### src/rstc_pkg.sv
// rstc_pkg: constants, register map and types of the reset and stop-recovery controller
package rstc_pkg;

    // clock rate of clk_i
    localparam int unsigned RSTC_CLK_HZ = 25000000;

    // hold counts
    localparam int unsigned RSTC_OSC_HOLD_CYC = 66;
    localparam int unsigned RSTC_SYS_HOLD_CYC = 16;
    localparam int unsigned RSTC_PIN_FILT_CYC = 4;

    // reset vector location in program memory
    localparam logic [15:0] RSTC_VEC_ADDR_HI = 16'h0002;
    localparam logic [15:0] RSTC_VEC_ADDR_LO = 16'h0003;

    // wishbone byte offsets
    localparam logic [3:0] RSTC_ADR_WDCTL = 4'h0;
    localparam logic [3:0] RSTC_ADR_OPTION = 4'h4;
    localparam logic [3:0] RSTC_ADR_DBGCTL = 4'h8;
    localparam logic [3:0] RSTC_ADR_STATUS = 4'hc;

    // field positions
    localparam int unsigned RSTC_DBG_RST_BIT = 0;
    localparam int unsigned RSTC_CAUSE_W = 4;
    localparam int unsigned RSTC_OPT_W = 2;

    // cause flags of the watchdog control register, bit 3 down to bit 0
    typedef struct packed {
        logic por;
        logic stop;
        logic wdt;
        logic pin_cause_flag;
    } rstc_cause_t;

    // option bits, bit 1 down to bit 0
    typedef struct packed {
        logic brownout_stop_keepalive;
        logic watchdog_reset_select;
    } rstc_opt_t;

    // reset values
    localparam rstc_cause_t RSTC_CAUSE_RST = 4'h8;
    localparam rstc_opt_t RSTC_OPT_RST = 2'h1;

    // sequencer states, gray along the reset path
    typedef enum logic [2:0] {
        RSTC_RUN = 3'h0,
        RSTC_OSC = 3'h1,
        RSTC_CLK = 3'h3,
        RSTC_FHI = 3'h2,
        RSTC_FLO = 3'h6,
        RSTC_LOAD = 3'h4
    } rstc_state_t;

endpackage

### src/rstc_sync.sv
// rstc_sync: two flip-flop synchroniser for a vector of asynchronous inputs
module rstc_sync #(
    parameter int unsigned W = 1,
    parameter logic [W-1:0] RST_VAL = '0
) (
    input wire logic clk_i,
    input wire logic rst_i,
    input wire logic [W-1:0] d_i,
    output logic [W-1:0] q_o
);

    logic [W-1:0] meta_q;
    logic [W-1:0] sync_q;

    always_ff @(posedge clk_i) begin
        if (rst_i) begin
            meta_q <= RST_VAL;
            sync_q <= RST_VAL;
        end else begin
            meta_q <= d_i;
            sync_q <= meta_q;
        end
    end

    assign q_o = sync_q;

endmodule

### src/rstc_ctrl.sv
// rstc_ctrl: reset and stop-mode recovery sequencer with wishbone register slave
//
// Operation
// - after supply rises, count 66 oscillator cycles then 16 clocks, then release.
// - system reset and stop recovery both use the same two-stage hold.
// - at the start of a system reset all general I/O pins turn to inputs.
// - during reset keep CPU idle, peripherals too in a system reset, both oscillators running.
// - system clock starts after oscillator count; CPU idle through 16 clocks.
// - system reset loads the cause flags and clears the debugger bit; option bits keep their value.
// - at the end of the hold fetch vector from bytes 0002h and 0003h into program counter.
// - power-on or brownout overrides every other source, giving a full reset.
// - in run or halt, supply, watchdog reset or pin cause a system reset.
// - debugger reset resets the whole chip except the debugger block.
// - debugger request bit self-clears during reset; power-on flag set afterwards.
// - in stop, watchdog, enabled gpio transition or debug pin falling edge start recovery.
// - stop recovery resets the CPU and only touches the watchdog control register.
// - every power-on sequence, brownout included, sets the power-on cause flag.
// - brownout forces reset, held while supply low, then full power-on sequence.
// - an option bit selects whether brownout detection stays active in stop.
// - watchdog timeout in run or halt resets when the select bit is one.
// - a watchdog-initiated reset sets the watchdog cause flag.
// - reset pin must stay low four clocks; shorter pulses are filtered out.
// - pin low keeps reset; release of a long hold exits reset at once.
// - a pin-initiated reset sets the pin cause flag.
// - every stop recovery sets the stop-recovery flag.
module rstc_ctrl import rstc_pkg::*; #(
    parameter int unsigned GPIO_W = 8,
    parameter int unsigned OSC_HOLD = RSTC_OSC_HOLD_CYC,
    parameter int unsigned SYS_HOLD = RSTC_SYS_HOLD_CYC,
    parameter int unsigned PIN_FILT = RSTC_PIN_FILT_CYC
) (
    input wire logic clk_i,
    input wire logic rst_i,
    input wire logic wb_cyc_i,
    input wire logic wb_stb_i,
    input wire logic wb_we_i,
    input wire logic [3:0] wb_adr_i,
    input wire logic [3:0] wb_sel_i,
    input wire logic [31:0] wb_dat_i,
    output logic [31:0] wb_dat_o,
    output logic wb_ack_o,
    input wire logic supply_ok_i,
    input wire logic brownout_i,
    input wire logic wdt_osc_i,
    input wire logic wdt_enable_i,
    input wire logic wdt_timeout_i,
    input wire logic reset_n_i,
    input wire logic debug_pin_i,
    input wire logic dbg_rst_set_i,
    input wire logic stop_mode_i,
    input wire logic [GPIO_W-1:0] gpio_i,
    input wire logic [GPIO_W-1:0] gpio_smr_en_i,
    input wire logic [7:0] pmem_data_i,
    output logic pmem_rd_o,
    output logic [15:0] pmem_addr_o,
    output logic [15:0] pc_o,
    output logic pc_load_o,
    output logic cpu_rst_o,
    output logic periph_rst_o,
    output logic ocd_rst_o,
    output logic gpio_input_o,
    output logic xtal_en_o,
    output logic wdt_osc_en_o,
    output logic sys_clk_en_o,
    output logic dbg_rst_bit_o
);

    localparam int unsigned SW = 5 + GPIO_W;
    localparam int unsigned OW = $clog2(OSC_HOLD);
    localparam int unsigned CW = $clog2(SYS_HOLD);
    localparam int unsigned PW = $clog2(PIN_FILT + 1);
    localparam logic [SW-1:0] SYNC_RST = {{GPIO_W{1'b0}}, 5'h0c};

    // address decode shared by the read and write paths
    function automatic logic adr_hit(input logic [3:0] adr, input logic [3:0] off);
        adr_hit = (adr == off);
    endfunction

    // synchronised pins
    logic [SW-1:0] sync_w;
    logic s_brown;
    logic s_supply;
    logic s_pin_n;
    logic s_dbg;
    logic s_osc;
    logic [GPIO_W-1:0] s_gpio;

    rstc_sync #(
        .W(SW),
        .RST_VAL(SYNC_RST)
    ) u_sync (
        .clk_i(clk_i),
        .rst_i(rst_i),
        .d_i({gpio_i, wdt_osc_i, debug_pin_i, reset_n_i, supply_ok_i, brownout_i}),
        .q_o(sync_w)
    );

    assign s_brown = sync_w[0];
    assign s_supply = sync_w[1];
    assign s_pin_n = sync_w[2];
    assign s_dbg = sync_w[3];
    assign s_osc = sync_w[4];
    assign s_gpio = sync_w[SW-1:5];

    rstc_state_t state_q;
    rstc_opt_t opt_q;
    rstc_cause_t flags_q;
    rstc_cause_t cause_q;
    rstc_cause_t new_cause;
    logic kind_sys_q;
    logic supply_q;
    logic dbg_bit_q;
    logic osc_prev_q;
    logic dbg_prev_q;
    logic [GPIO_W-1:0] gpio_prev_q;
    logic [PW-1:0] pin_cnt_q;
    logic [OW-1:0] osc_cnt_q;
    logic [CW-1:0] sys_cnt_q;
    logic [7:0] vec_hi_q;
    logic [15:0] pc_q;
    logic pc_load_q;
    logic pmem_rd_q;
    logic [15:0] pmem_addr_q;
    logic ack_q;
    logic [31:0] dat_q;

    logic osc_edge;
    logic dbg_fall;
    logic gpio_edge;
    logic pin_low;
    logic por_hold;
    logic wdt_sys;
    logic smr_req;
    logic sys_req;
    logic in_reset;
    logic wb_take;
    logic wb_wr;

    // edge detectors read only the second synchroniser stage and its delayed copy
    always_ff @(posedge clk_i) begin
        if (rst_i) begin
            osc_prev_q <= 1'b0;
            dbg_prev_q <= 1'b1;
            gpio_prev_q <= '0;
        end else begin
            osc_prev_q <= s_osc;
            dbg_prev_q <= s_dbg;
            gpio_prev_q <= s_gpio;
        end
    end

    assign osc_edge = s_osc & ~osc_prev_q;
    assign dbg_fall = dbg_prev_q & ~s_dbg;
    assign gpio_edge = |((s_gpio ^ gpio_prev_q) & gpio_smr_en_i);

    // digital filter: pin counts as asserted after the set number of low samples
    always_ff @(posedge clk_i) begin
        if (rst_i) begin
            pin_cnt_q <= '0;
        end else if (s_pin_n) begin
            pin_cnt_q <= '0;
        end else if (pin_cnt_q != PW'(PIN_FILT)) begin
            pin_cnt_q <= pin_cnt_q + PW'(1);
        end
    end

    assign pin_low = (pin_cnt_q == PW'(PIN_FILT));

    assign in_reset = (state_q != RSTC_RUN);

    // supply hold; brownout is ignored in stop unless kept alive
    assign por_hold = ~s_supply | (s_brown & (~stop_mode_i | opt_q.brownout_stop_keepalive));
    assign wdt_sys = wdt_timeout_i & ~stop_mode_i & opt_q.watchdog_reset_select;
    assign sys_req = por_hold | wdt_sys | pin_low | dbg_bit_q;
    assign smr_req = stop_mode_i & ~in_reset & (wdt_timeout_i | gpio_edge | dbg_fall);

    always_comb begin
        new_cause.por = por_hold | dbg_bit_q;
        new_cause.pin_cause_flag = pin_low;
        new_cause.wdt = wdt_sys | (smr_req & wdt_timeout_i);
        new_cause.stop = smr_req & ~sys_req;
    end

    // sequencer
    always_ff @(posedge clk_i) begin
        if (rst_i) begin
            state_q <= RSTC_OSC;
            osc_cnt_q <= '0;
            sys_cnt_q <= '0;
        end else if (por_hold && in_reset) begin
            state_q <= RSTC_OSC;
            osc_cnt_q <= '0;
            sys_cnt_q <= '0;
        end else begin
            case (state_q)
                RSTC_RUN: begin
                    osc_cnt_q <= '0;
                    sys_cnt_q <= '0;
                    if (sys_req || smr_req) begin
                        state_q <= RSTC_OSC;
                    end
                end
                RSTC_OSC: begin
                    if (osc_edge) begin
                        if (osc_cnt_q == OW'(OSC_HOLD - 1)) begin
                            state_q <= RSTC_CLK;
                        end else begin
                            osc_cnt_q <= osc_cnt_q + OW'(1);
                        end
                    end
                end
                RSTC_CLK: begin
                    if (sys_cnt_q != CW'(SYS_HOLD - 1)) begin
                        sys_cnt_q <= sys_cnt_q + CW'(1);
                    end else if (s_pin_n) begin
                        state_q <= RSTC_FHI;
                    end
                end
                RSTC_FHI: begin
                    state_q <= RSTC_FLO;
                end
                RSTC_FLO: begin
                    state_q <= RSTC_LOAD;
                end
                RSTC_LOAD: begin
                    state_q <= RSTC_RUN;
                end
                default: begin
                    state_q <= RSTC_OSC;
                end
            endcase
        end
    end

    // pending cause and reset kind, a later supply event upgrades a stop recovery
    always_ff @(posedge clk_i) begin
        if (rst_i) begin
            cause_q <= RSTC_CAUSE_RST;
            kind_sys_q <= 1'b1;
            supply_q <= 1'b1;
        end else if (!in_reset) begin
            if (sys_req || smr_req) begin
                cause_q <= new_cause;
                kind_sys_q <= sys_req;
                supply_q <= por_hold;
            end
        end else if (sys_req) begin
            cause_q <= por_hold ? new_cause : (cause_q | new_cause);
            kind_sys_q <= 1'b1;
            supply_q <= supply_q | por_hold;
        end
    end

    // debugger request bit: set wins over the self-clear inside a reset
    always_ff @(posedge clk_i) begin
        if (rst_i) begin
            dbg_bit_q <= 1'b0;
        end else if (dbg_rst_set_i || (wb_wr && adr_hit(wb_adr_i, RSTC_ADR_DBGCTL) && wb_dat_i[RSTC_DBG_RST_BIT])) begin
            dbg_bit_q <= 1'b1;
        end else if (in_reset) begin
            dbg_bit_q <= 1'b0;
        end
    end

    // vector fetch: memory answers one cycle after the address
    always_ff @(posedge clk_i) begin
        if (rst_i) begin
            pmem_rd_q <= 1'b0;
            pmem_addr_q <= '0;
            vec_hi_q <= '0;
            pc_q <= '0;
            pc_load_q <= 1'b0;
        end else begin
            pmem_rd_q <= 1'b0;
            pc_load_q <= 1'b0;
            case (state_q)
                RSTC_CLK: begin
                    if (!por_hold && sys_cnt_q == CW'(SYS_HOLD - 1) && s_pin_n) begin
                        pmem_rd_q <= 1'b1;
                        pmem_addr_q <= RSTC_VEC_ADDR_HI;
                    end
                end
                RSTC_FHI: begin
                    pmem_rd_q <= ~por_hold;
                    pmem_addr_q <= RSTC_VEC_ADDR_LO;
                end
                RSTC_FLO: begin
                    vec_hi_q <= pmem_data_i;
                end
                RSTC_LOAD: begin
                    pc_q <= {vec_hi_q, pmem_data_i};
                    pc_load_q <= ~por_hold;
                end
                default: begin
                    pmem_rd_q <= 1'b0;
                end
            endcase
        end
    end

    // wishbone classic slave, one wait cycle, ack for one cycle; writes land at the edge the master sees ack
    assign wb_take = wb_cyc_i & wb_stb_i & ~ack_q;
    assign wb_wr = wb_cyc_i & wb_stb_i & ack_q & wb_we_i & wb_sel_i[0];

    always_ff @(posedge clk_i) begin
        if (rst_i) begin
            ack_q <= 1'b0;
            dat_q <= '0;
        end else begin
            ack_q <= wb_take;
            if (wb_take) begin
                dat_q <= '0;
                if (adr_hit(wb_adr_i, RSTC_ADR_WDCTL)) begin
                    dat_q[RSTC_CAUSE_W-1:0] <= flags_q;
                end else if (adr_hit(wb_adr_i, RSTC_ADR_OPTION)) begin
                    dat_q[RSTC_OPT_W-1:0] <= opt_q;
                end else if (adr_hit(wb_adr_i, RSTC_ADR_DBGCTL)) begin
                    dat_q[RSTC_DBG_RST_BIT] <= dbg_bit_q;
                end else if (adr_hit(wb_adr_i, RSTC_ADR_STATUS)) begin
                    dat_q[4:0] <= {kind_sys_q, state_q, in_reset};
                end
            end
        end
    end

    // option bits survive every reset except rst_i
    always_ff @(posedge clk_i) begin
        if (rst_i) begin
            opt_q <= RSTC_OPT_RST;
        end else if (wb_wr && adr_hit(wb_adr_i, RSTC_ADR_OPTION)) begin
            opt_q <= wb_dat_i[RSTC_OPT_W-1:0];
        end
    end

    // cause flags: write one to clear, commit at the end of the hold wins
    always_ff @(posedge clk_i) begin
        if (rst_i) begin
            flags_q <= '0;
        end else if (state_q == RSTC_LOAD && !por_hold) begin
            flags_q <= cause_q;
        end else if (wb_wr && adr_hit(wb_adr_i, RSTC_ADR_WDCTL)) begin
            flags_q <= flags_q & ~wb_dat_i[RSTC_CAUSE_W-1:0];
        end
    end

    assign wb_ack_o = ack_q;
    assign wb_dat_o = dat_q;

    assign cpu_rst_o = in_reset;
    assign periph_rst_o = in_reset & kind_sys_q;
    assign ocd_rst_o = in_reset & kind_sys_q & supply_q;
    assign gpio_input_o = in_reset & kind_sys_q;
    assign xtal_en_o = in_reset | ~stop_mode_i;
    assign wdt_osc_en_o = in_reset | wdt_enable_i;
    assign sys_clk_en_o = (state_q != RSTC_OSC) & (in_reset | ~stop_mode_i);
    assign pmem_rd_o = pmem_rd_q;
    assign pmem_addr_o = pmem_addr_q;
    assign pc_o = pc_q;
    assign pc_load_o = pc_load_q;
    assign dbg_rst_bit_o = dbg_bit_q;

endmodule

### config.mk
export PLATFORM = sky130hd
export DESIGN_NAME = rstc_ctrl
export DESIGN_NICKNAME = d
export VERILOG_FILES = /design/src/rstc_pkg.sv /design/src/rstc_sync.sv /design/src/rstc_ctrl.sv
export SDC_FILE = /design/constraint.sdc
export NUM_CORES = 1
export LEC_CHECK = 0
export BUFFER_PORTS_ARGS = -buffer_cell sky130_fd_sc_hd__buf_4
export CORE_MARGIN = 3
export CORE_UTILIZATION = 40
export DETAILED_ROUTE_END_ITERATION = 8
export PLACE_DENSITY = 0.75
export SETUP_SLACK_MARGIN = 0.4
export SLEW_MARGIN = 20
export SYNTH_ARGS = -nofsm -noshare
export SYNTH_HDL_FRONTEND = slang
export SYNTH_SLANG_ARGS = --single-unit
### constraint.sdc
create_clock -name clk_i -period 2.43 [get_ports clk_i]
set_input_delay 0.243 -clock clk_i [delete_from_list [all_inputs] [get_ports clk_i]]
set_output_delay 0.243 -clock clk_i [all_outputs]
set_load 0.005 [all_outputs]
# After elaboration in Yosys (flattened, before gate mapping)
# Index checks and enable logic that the tools add are counted.
# classes
n_bitwise	43
muxes	36
addsub	3
reduce_logical	29
n_eq_ne	23
# ops
cell	n
$mux W4	9
$pmux W16 S2	1
$mux W3	6
$pmux W3 S6	1
$and A1 B1 Y1	17
$mux W16	1
$ne A2 B2 Y1 const B	8
$mux W7	2
$pmux W7 S2	1
$eq A4 B4 Y1 const B	3
$or A1 B1 Y1	12
$reduce_bool A2 Y1	6
$mux W1	11
$eq A3 B3 Y1 const B	3
$not A1 Y1	9
$and A8 B8 Y8	1
$logic_and A1 B1 Y1	8
$pmux W4 S2	1
$reduce_or A8 Y1	1
$xor A8 B8 Y8	1
$add A7 B1 Y7 const B	1
$eq A7 B7 Y1 const B	1
$eq A3 B2 Y1 const B	2
$reduce_and A2 Y1	3
22 further kinds	25
# word_totals
reg_bits	114
input_bits	78

# Longest topological paths before layout
# Gate-level depths: netlist of run 1.
# logic_depth
depth_word	13
mapped_depth	7
ltp_nobuf	6

# Cells and area by module
# Synthesis of run 1 repeated with hierarchy kept, for this count alone.
# unflattened
hier_cells	452
hier_area_um2	4147.7
# by_module_without_submodules
module	cells_per_inst	area_each_um2	instances	seq_area_each_um2
rstc_ctrl	398	3442.1	1	1481.4
rstc_sync	54	705.7	1	520.5

# Worst setup path after synthesis of run 1
# Ideal clock, no wire load.
# synth_timing
kind	reg-to-reg
start	register osc_cnt_q[1]
end	register osc_cnt_q[3]
path_buffers	0
t_arrival_ns	1.659
stages_incl_launch_ff	7
t_required_ns	2.360
slack_ns	0.701
cell_sequence	dfxtp_1 > inv_1 > ha_1 > a31o_4 > a21o_4 > or4_1 > a21oi_1
# synth_via
elab_chain_len	4
# synth_lines
element	line_no	source
from (decl)	rstc_ctrl.sv:117	logic [OW-1:0] osc_cnt_q;
from (signal assigned)	rstc_ctrl.sv:208	osc_cnt_q <= osc_cnt_q + OW'(1);
$add A7 B1 Y7	rstc_ctrl.sv:208	
$mux W7	rstc_ctrl.sv:205	if (osc_cnt_q == OW'(OSC_HOLD - 1)) begin
$mux W7	rstc_ctrl.sv:204	if (osc_edge) begin
$pmux W7 S2	rstc_ctrl.sv:195	case (state_q)
# Parallel ways exist; a longest one is shown, timed or not. The select of a mux whose other input is x is not followed.
# A chain may end at the register's enable or synchronous reset.

==> summary.md, run 1 <==
| Metric | Value |
|---|---|
| Min Hold Slack | `between 0.06 and 0.07 ns` |
| TNS Setup | `0 ns` |
| Share of post-route cells with drive strength above 1 | `0.2204` |
| Register-to-register path setup slack | `roughly 0.55 ns` |
| Worst reg-to-reg path cell count | `6` |
| Buffer and inverter count on the worst path | `2` |
| Synth-to-Final Area Change | `18.82%` |
| Power Density | `between 600 and 700 mW/mm^2` |
| Count of cell types in the netlist | `54` |
| Core area | `0.009955 mm^2` |
| Buffers added on ports | `80` |
| CP endpoint kind | `primary output` |
| Postcts setup bufs | `0` |
| Fillers | `approximately 950` |
| Final setup vio count | `0` |
| Top cell type's share of synthesized area | `0.4795` |
| Ys async rst share | `0` |
| Crit path cell chain | `nor3_2, buf_4, nand2_1, and2_1, buf_4` |
| Drt total wl | `between 8000 and 9000 um` |
| Die W | `108.2 um` |
| HPWL after detailed placement | `6453 um` |
| EDFF count, synth | `0` |
| Setup Skew | `0.01174 ns` |
| Area occupied by multi-input gates | `roughly 0.0019 mm^2` |
| Worst Tran Pin Value | `about 0.7 ns` |
| GPL Wtd Cong | `approximately 0.83` |
| Post-synthesis sequential area ratio | `0.4795` |
| Worst r2r src | `osc_cnt_q[1]$_SDFFE_PP0P_` |
| First-pass GRT wire length | `between 10,000 and 15,000 um` |
| Clock buffer depth | `2` |
| IR drop worst, VDD | `approximately 0.36 mV` |
| Hold path start | `reset_n_i` |
| Met1 Use GR | `0.1677` |
| RSZ-0062 raised after global routing | `false` |
| Root Buffer | `clkbuf_8` |
| Cell Area, Synth | `around 0.0042 mm^2` |
| WP data required | `approximately 2.2 ns` |
| GRT Overall Usage | `0.1492` |
| Number of cells on the critical path | `5` |
| Synth warnings | `0` |
| Highest clock rate | `~0.53 GHz` |
| Initial DRC Count | `roughly 140` |
| Arrival @ worst endpoint | `1.66 ns` |
| Cell taking the most area after synthesis | `dfxtp_1` |
| Grt ovf | `0` |
| # diodes | `0` |
| CTS buffer count | `9` |
| DIE AREA | `0.01170 mm^2` |
| Critical path class | `register to primary output` |
| Hold Path Class | `input port to register` |
| DR pass1 iterations | `5` |
| Util after Layout | `0.4984` |
| Effective utilization at floorplan | `0.4194` |
| Largest stage delay, worst path | `0.45 ns` |
| M2 GR Usage | `0.2660` |
| TritonCTS clock tree | `done` |
| IO Count | `~150` |
| Vias | `approximately 3,300` |
| Hold Vio Cnt, Final | `0` |
| Die height | `between 100 and 150 um` |
| Largest net degree at the start of global routing | `63` |
| CP Launch Type | `register` |
| Residual DRC count | `0` |
| Leakage power | `~2 nW` |
| Via density | `between 4 and 5` |
| Sink Count | `100` |
| Slowest-stage cell, CP | `dfxtp_1` |
| Slew HR | `0.5373` |
| Gate Count Post-Synth | `460` |
| Final period util | `0.7818` |
| # nets final | `slightly above 600` |
| Worst hold path cell count | `2` |
| Yosys reg bits | `100` |
| Top cells by area, synth | `dfxtp_1 (48%), buf_4 (7.6%), nor2b_1 (5.1%)` |
| Tmin final | `1.900 ns` |
| Met3 Usage GRT | `0.03164` |
| H-tree Lvls | `3` |
| Area after DPL | `~0.0047 mm^2` |
| Status | `finished, final reports clean` |
| Antenna violations before repair | `0` |
| DRT antenna net count | `0` |
| Clock latency on the worst-skew pair | `approximately 0.37 ns` |
| Most used DFF post-synth | `dfxtp_1` |
| Mean post-synth cell area | `9.077 um^2` |
| Critical path's top delay family | `simple AND/OR/NAND/NOR gates` |
| Worst Path Max Fanout | `11` |
| Cell area after layout | `~0.005 mm^2` |
| Vias in the first global route | `3,089` |
| Worst-path clk slew | `0.09 ns` |
| Row Count | `36` |
| Total power | `0.002979 W` |
| Slew Limit Fails | `0` |
| Maxcap violations | `0` |
| Crit path top cell by count | `buf_4` |
| Register Area | `approximately 0.002 mm^2` |
| DR WL/cell | `around 13 um` |
| Most utilized layer in the global route result | `met2` |
## routing by layer
metal,part of all wire,wire length [um]
met1,0.40,3501
met5,0,0
met4,0.019,168
met3,0.057,496
met2,0.52,4559
## area by class of cell
class                      instances  share of cell area
clock inverter                     5             0.01311
multi-input combinational        329              0.3836
tap                              133             0.03354
clock buffer                      11             0.03052
inverter                          11            0.008323
timing repair buffer              84              0.1271
sequential                       100              0.4038
## sequential cells by signal, summed over array words and instances, names as in the netlist, 3 cells and up, named ones only
signal	flops
cause_q	4
flags_q	4
gpio_prev_q	8
osc_cnt_q	7
pc_o	16
pin_cnt_q	3
sys_cnt_q	4
u_sync.meta_q	13
u_sync.q_o	13
vec_hi_q	8
wb_dat_o	5
## repair_timing
item	4_1_cts	5_1_grt
setup endpoints to repair	0	9
endpoints found under the hold margin	0	0
gates resized for setup	0	2
hold buffers	0	0
## power breakdown
part | switching (W) | internal (W) | leakage, nW
clock network | 0.000579 | 0.000545 | 0.111
logic | 0.0000887 | 0.0000889 | 1.13
registers | 0.0000118 | 0.00167 | 0.813
total | 0.000680 | 0.00230 | 2.05
## through the flow
stage	instances	worst slack, ns
after global routing	673	0.4197
after detailed placement	657	0.5102
after CTS	673	0.4690
after global placement	657	0.5574
final	673	0.5302
after floorplan	500	0.7013
## path summary, 6_finish.rpt
path	to
min reg2reg	u_sync.q_o[2]$_SDFF_PP1_
max	sys_clk_en_o
min	u_sync.meta_q[2]$_SDFF_PP1_
max reg2reg	osc_cnt_q[4]$_SDFFE_PP0P_
## cell usage after synthesis, types with 4 or more instances
library cell / count
nor3_1: 7
mux2i_1: 10
xor2_1: 8
a21oi_1: 34
a22oi_1: 6
ha_1: 5
clkbuf_1: 16
and2_1: 5
inv_1: 9
nor2_1: 35
nand2b_1: 6
or2_2: 7
dfxtp_1: 100
o21ai_0: 8
nand4_1: 4
xnor2_1: 5
nand3_1: 13
nand2_1: 52
nor2b_1: 34
or4_1: 4
buf_4: 42
## worst reg2reg max path: stages, from the launching register on
cell	delay [ns]
dfxtp_1	0.41
inv_1	0.06
ha_1	0.21
a31o_4	0.26
a21o_4	0.24
or4_1	0.47
a21oi_1	0.15
## cells by family (layout without fill, tap and decap cells)
kind of cell / Yosys count / after routing / synth area share
xor+xnor: 13 / 13 / 0.02727
flops: 100 / 100 / 0.4795
buf+inv: 71 / 111 / 0.1022
simple gates: 183 / 183 / 0.2224
compound gates: 75 / 75 / 0.1208
fa+ha+maj: 5 / 5 / 0.01498
other cells: 1 / 41 / 0.0008981
mux: 12 / 12 / 0.03207
## cells in the final DEF (no fill, tap or decap), drive strengths merged, types with 2 or more instances in the layout
| cell | n |
|---|---|
| nand4 | 4 |
| a22o | 3 |
| o211ai | 3 |
| o21ai | 9 |
| nand2 | 52 |
| nor2 | 35 |
| a31o | 2 |
| and2 | 5 |
| a2111oi | 3 |
| mux2i | 10 |
| xor2 | 8 |
| a211o | 2 |
| dfxtp | 100 |
| clkbuf | 11 |
| conb | 41 |
| buf | 84 |
| nor3b | 2 |
| a22oi | 6 |
| a21o | 4 |
| nor3 | 8 |
| inv | 14 |
| a221oi | 2 |
| nand3b | 3 |
| ha | 5 |
| nor4 | 3 |
| xnor2 | 5 |
| a21oi | 34 |
| or2 | 8 |
| nand2b | 6 |
| or4 | 4 |
| nor2b | 34 |
| and3 | 3 |
| nand3 | 13 |
No activity file was read; power rests on OpenSTA's default activity.
==> run 2: changes to the inputs <==
==> constraint.sdc (replaced) <==
create_clock -name clk_i -period 2 [get_ports clk_i]
set_input_delay 0.2 -clock clk_i [delete_from_list [all_inputs] [get_ports clk_i]]
set_output_delay 0.2 -clock clk_i [all_outputs]
set_load 0.005 [all_outputs]
==> run 2 against run 1 <==
Sequential cell count is the same. Clock-buffer cell count is the same. Power grew 14%. Sequential power grew 21%. Setup slack lost 0.17 ns. Wire length grew 5.2%. Die area is the same. Critical path depth grew 1. Final area grew 4.6%. Global-route usage grew 0.33 points. Via count grew 3.5%. Critical path type is now register to register.
==> summary.md, run 2 (synthesis results as in run 1) <==
| Metric | Value |
|---|---|
| Hold Vio Cnt, Final | `0` |
| Register Area | `between 0.002 and 0.0025 mm^2` |
| Finished Layout Cells | `about 690` |
| Leakage power | `roughly 2.1 nW` |
| Sink Count | `100` |
| Residual DRC count | `0` |
| Clock share of power | `0.333` |
| TNS Setup | `0 ns` |
| H-tree Lvls | `3` |
| Commonest cells after routing, fill and taps aside | `buf_4 (101), dfxtp_1 (89), nand2_1 (51)` |
| RSZ-0062 raised after global routing | `true` |
| Antenna violations before repair | `0` |
| GRT Overall Usage | `0.1525` |
| NetSw | `roughly 0.00081 W` |
| Worst hold path cell count | `2` |
| Area after DPL | `about 0.0048 mm^2` |
| CP Launch Type | `register` |
| Most utilized layer in the global route result | `met2` |
| Power share of the sequential group | `0.598` |
| Crit path launch | `opt_q[0]$_SDFFE_PP1P_` |
| Tmin final | `~1.6 ns` |
| Power Density | `~660 mW/mm^2` |
| Most common cell after layout, fill and taps aside | `buf_4` |
| Status | `finished, final reports clean` |
| Cell area after layout | `between 0.005 and 0.006 mm^2` |
| Initial DRC Count | `137` |
| HPWL after detailed placement | `roughly 6600 um` |
| First-pass GRT wire length | `roughly 14,000 um` |
| Maxcap violations | `0` |
| CP endpoint | `cause_q[3]$_SDFFE_PP1P_` |
| Hold Path Class | `input port to register` |
| Effective utilization at floorplan | `0.4194` |
| DIE AREA | `between 0.01 and 0.015 mm^2` |
| CTS buffer count | `9` |
| Final period util | `0.8219` |
| Worst reg-to-reg path cell count | `6` |
| Max reg flops | `16` |
| Vias | `roughly 3,400` |
| Fillers | `around 910` |
| Setup Skew | `between 0.01 and 0.015 ns` |
| # diodes | `0` |
| WP data required | `around 2.3 ns` |
| Cell internal pwr | `between 0.002 and 0.003 W` |
| Slew Limit Fails | `0` |
| Worst r2r src | `opt_q[0]$_SDFFE_PP1P_` |
| Reg-to-reg endpoint | `cause_q[3]$_SDFFE_PP1P_` |
| Drt total wl | `9179 um` |
| Highest clock rate | `0.6083 GHz` |
| Synth-to-Final Area Change | `24.30%` |
| GPL Wtd Cong | `0.8450` |
| Register-to-register path setup slack | `0.36 ns` |
| Core area | `0.009955 mm^2` |
| TritonCTS clock tree | `done` |
| Grt ovf | `0` |
| IO Count | `approximately 150` |
| DRT antenna net count | `0` |
| Placed Instances | `662` |
| Clock latency on the worst-skew pair | `between 0.3 and 0.4 ns` |
| Arrival @ worst endpoint | `~1.9 ns` |
| Slew HR | `0.6330` |
| Combinational Power Share | `0.069` |
| Hold Buf Count CTS | `0` |
| Worst-path clk slew | `0.10 ns` |
| Share of post-route cells with drive strength above 1 | `0.2826` |
| Met1 Use GR | `0.1822` |
| Worst Path Max Fanout | `4` |
| IR drop worst, VDD | `roughly 0.44 mV` |
| Die W | `108.2 um` |
| CP endpoint kind | `register` |
| M2 GR Usage | `0.2660` |
| Critical path class | `register to register` |
| # nets final | `637` |
| Setup ws final | `~0.36 ns` |
| Via density | `slightly below 5` |
| Buffers added on ports | `80` |
| DR pass1 iterations | `5` |
| Root Buffer | `clkbuf_8` |
| Vias in the first global route | `roughly 3,100` |
| DR WL/cell | `around 13 um` |
| Largest net degree at the start of global routing | `41` |
| Row Count | `36` |
| Clock buffer depth | `2` |
| Post-Place Setup Slack | `~0.20 ns` |
| Met3 Usage GRT | `0.03522` |
| Worst Tran Pin Value | `between 0.5 and 0.6 ns` |
| Die height | `between 100 and 150 um` |
| Area occupied by multi-input gates | `0.002022 mm^2` |
| Sw Ratio | `0.2372` |
| Final setup vio count | `0` |
==> run 2: worst min-delay path by stage <==
| stage | start | endpoint | slack, ns |
|---|---|---|---|
| 2_1_floorplan | reset_n_i | u_sync.meta_q[2]$_SDFF_PP1_ | 0.30 |
| 3_3_place_gp | debug_pin_i | u_sync.meta_q[3]$_SDFF_PP1_ | 0.39 |
| 3_5_place_dp | debug_pin_i | u_sync.meta_q[3]$_SDFF_PP1_ | 0.39 |
| 4_1_cts | debug_pin_i | u_sync.meta_q[3]$_SDFF_PP1_ | 0.01 |
| 5_1_grt | debug_pin_i | u_sync.meta_q[3]$_SDFF_PP1_ | 0.02 |
| 6_report | debug_pin_i | u_sync.meta_q[3]$_SDFF_PP1_ | 0.03 |
==> run 2: power groups by stage <==
stage          clock [W]  sequential [W]  combinational [W]
6_report         0.00113         0.00204           0.000235
5_1_grt          0.00125         0.00204           0.000263
4_1_cts          0.00117         0.00204           0.000230
3_5_place_dp           0         0.00209           0.000217
3_3_place_gp           0         0.00208           0.000213
2_1_floorplan          0         0.00208           0.000172
==> run 2: timing repair <==
item                       in CTS  in global routing
gates resized for setup        21                 13
setup buffers                  10                  3
setup endpoints to repair      16                 21
hold endpoints to repair        0                  0
pin swaps                      10                 13
cloned                          1                  0
==> run 2: metrics by stage <==
stage / hold WS (ns) / utilization / power [W]
2_1_floorplan: 0.3038 / - / 0.002253
3_3_place_gp: 0.3861 / 0.4806 / 0.002297
3_5_place_dp: 0.3867 / 0.4806 / 0.002302
4_1_cts: 0.01175 / 0.5127 / 0.003434
5_1_grt: 0.01753 / 0.5214 / 0.003553
6_report: 0.02991 / 0.5214 / 0.003406
==> run 2: area by class of cell <==
cell class                 count  area share
tap                          133     0.03206
inverter                      11    0.007956
multi-input combinational    330      0.3896
clock buffer                  11     0.02531
timing repair buffer         102      0.1483
clock inverter                 5    0.007473
sequential                   100      0.3893
==> run 2: worst max-delay path, stage by stage, from the launching register on <==
cell and delay [ns]:
dfxtp_1 0.41, nor2b_1 0.29, a221oi_4 0.12, nand3b_1 0.14, o211ai_1 0.14, buf_4 0.17
a211o_1 0.28
==> run 2: layer usage <==
metal	wire length, um	part of all wire	vias up
li1	-	-	1655
met3	562	0.061	14
met1	3758	0.41	1596
met5	0	0	-
met2	4684	0.51	123
met4	174	0.019	0
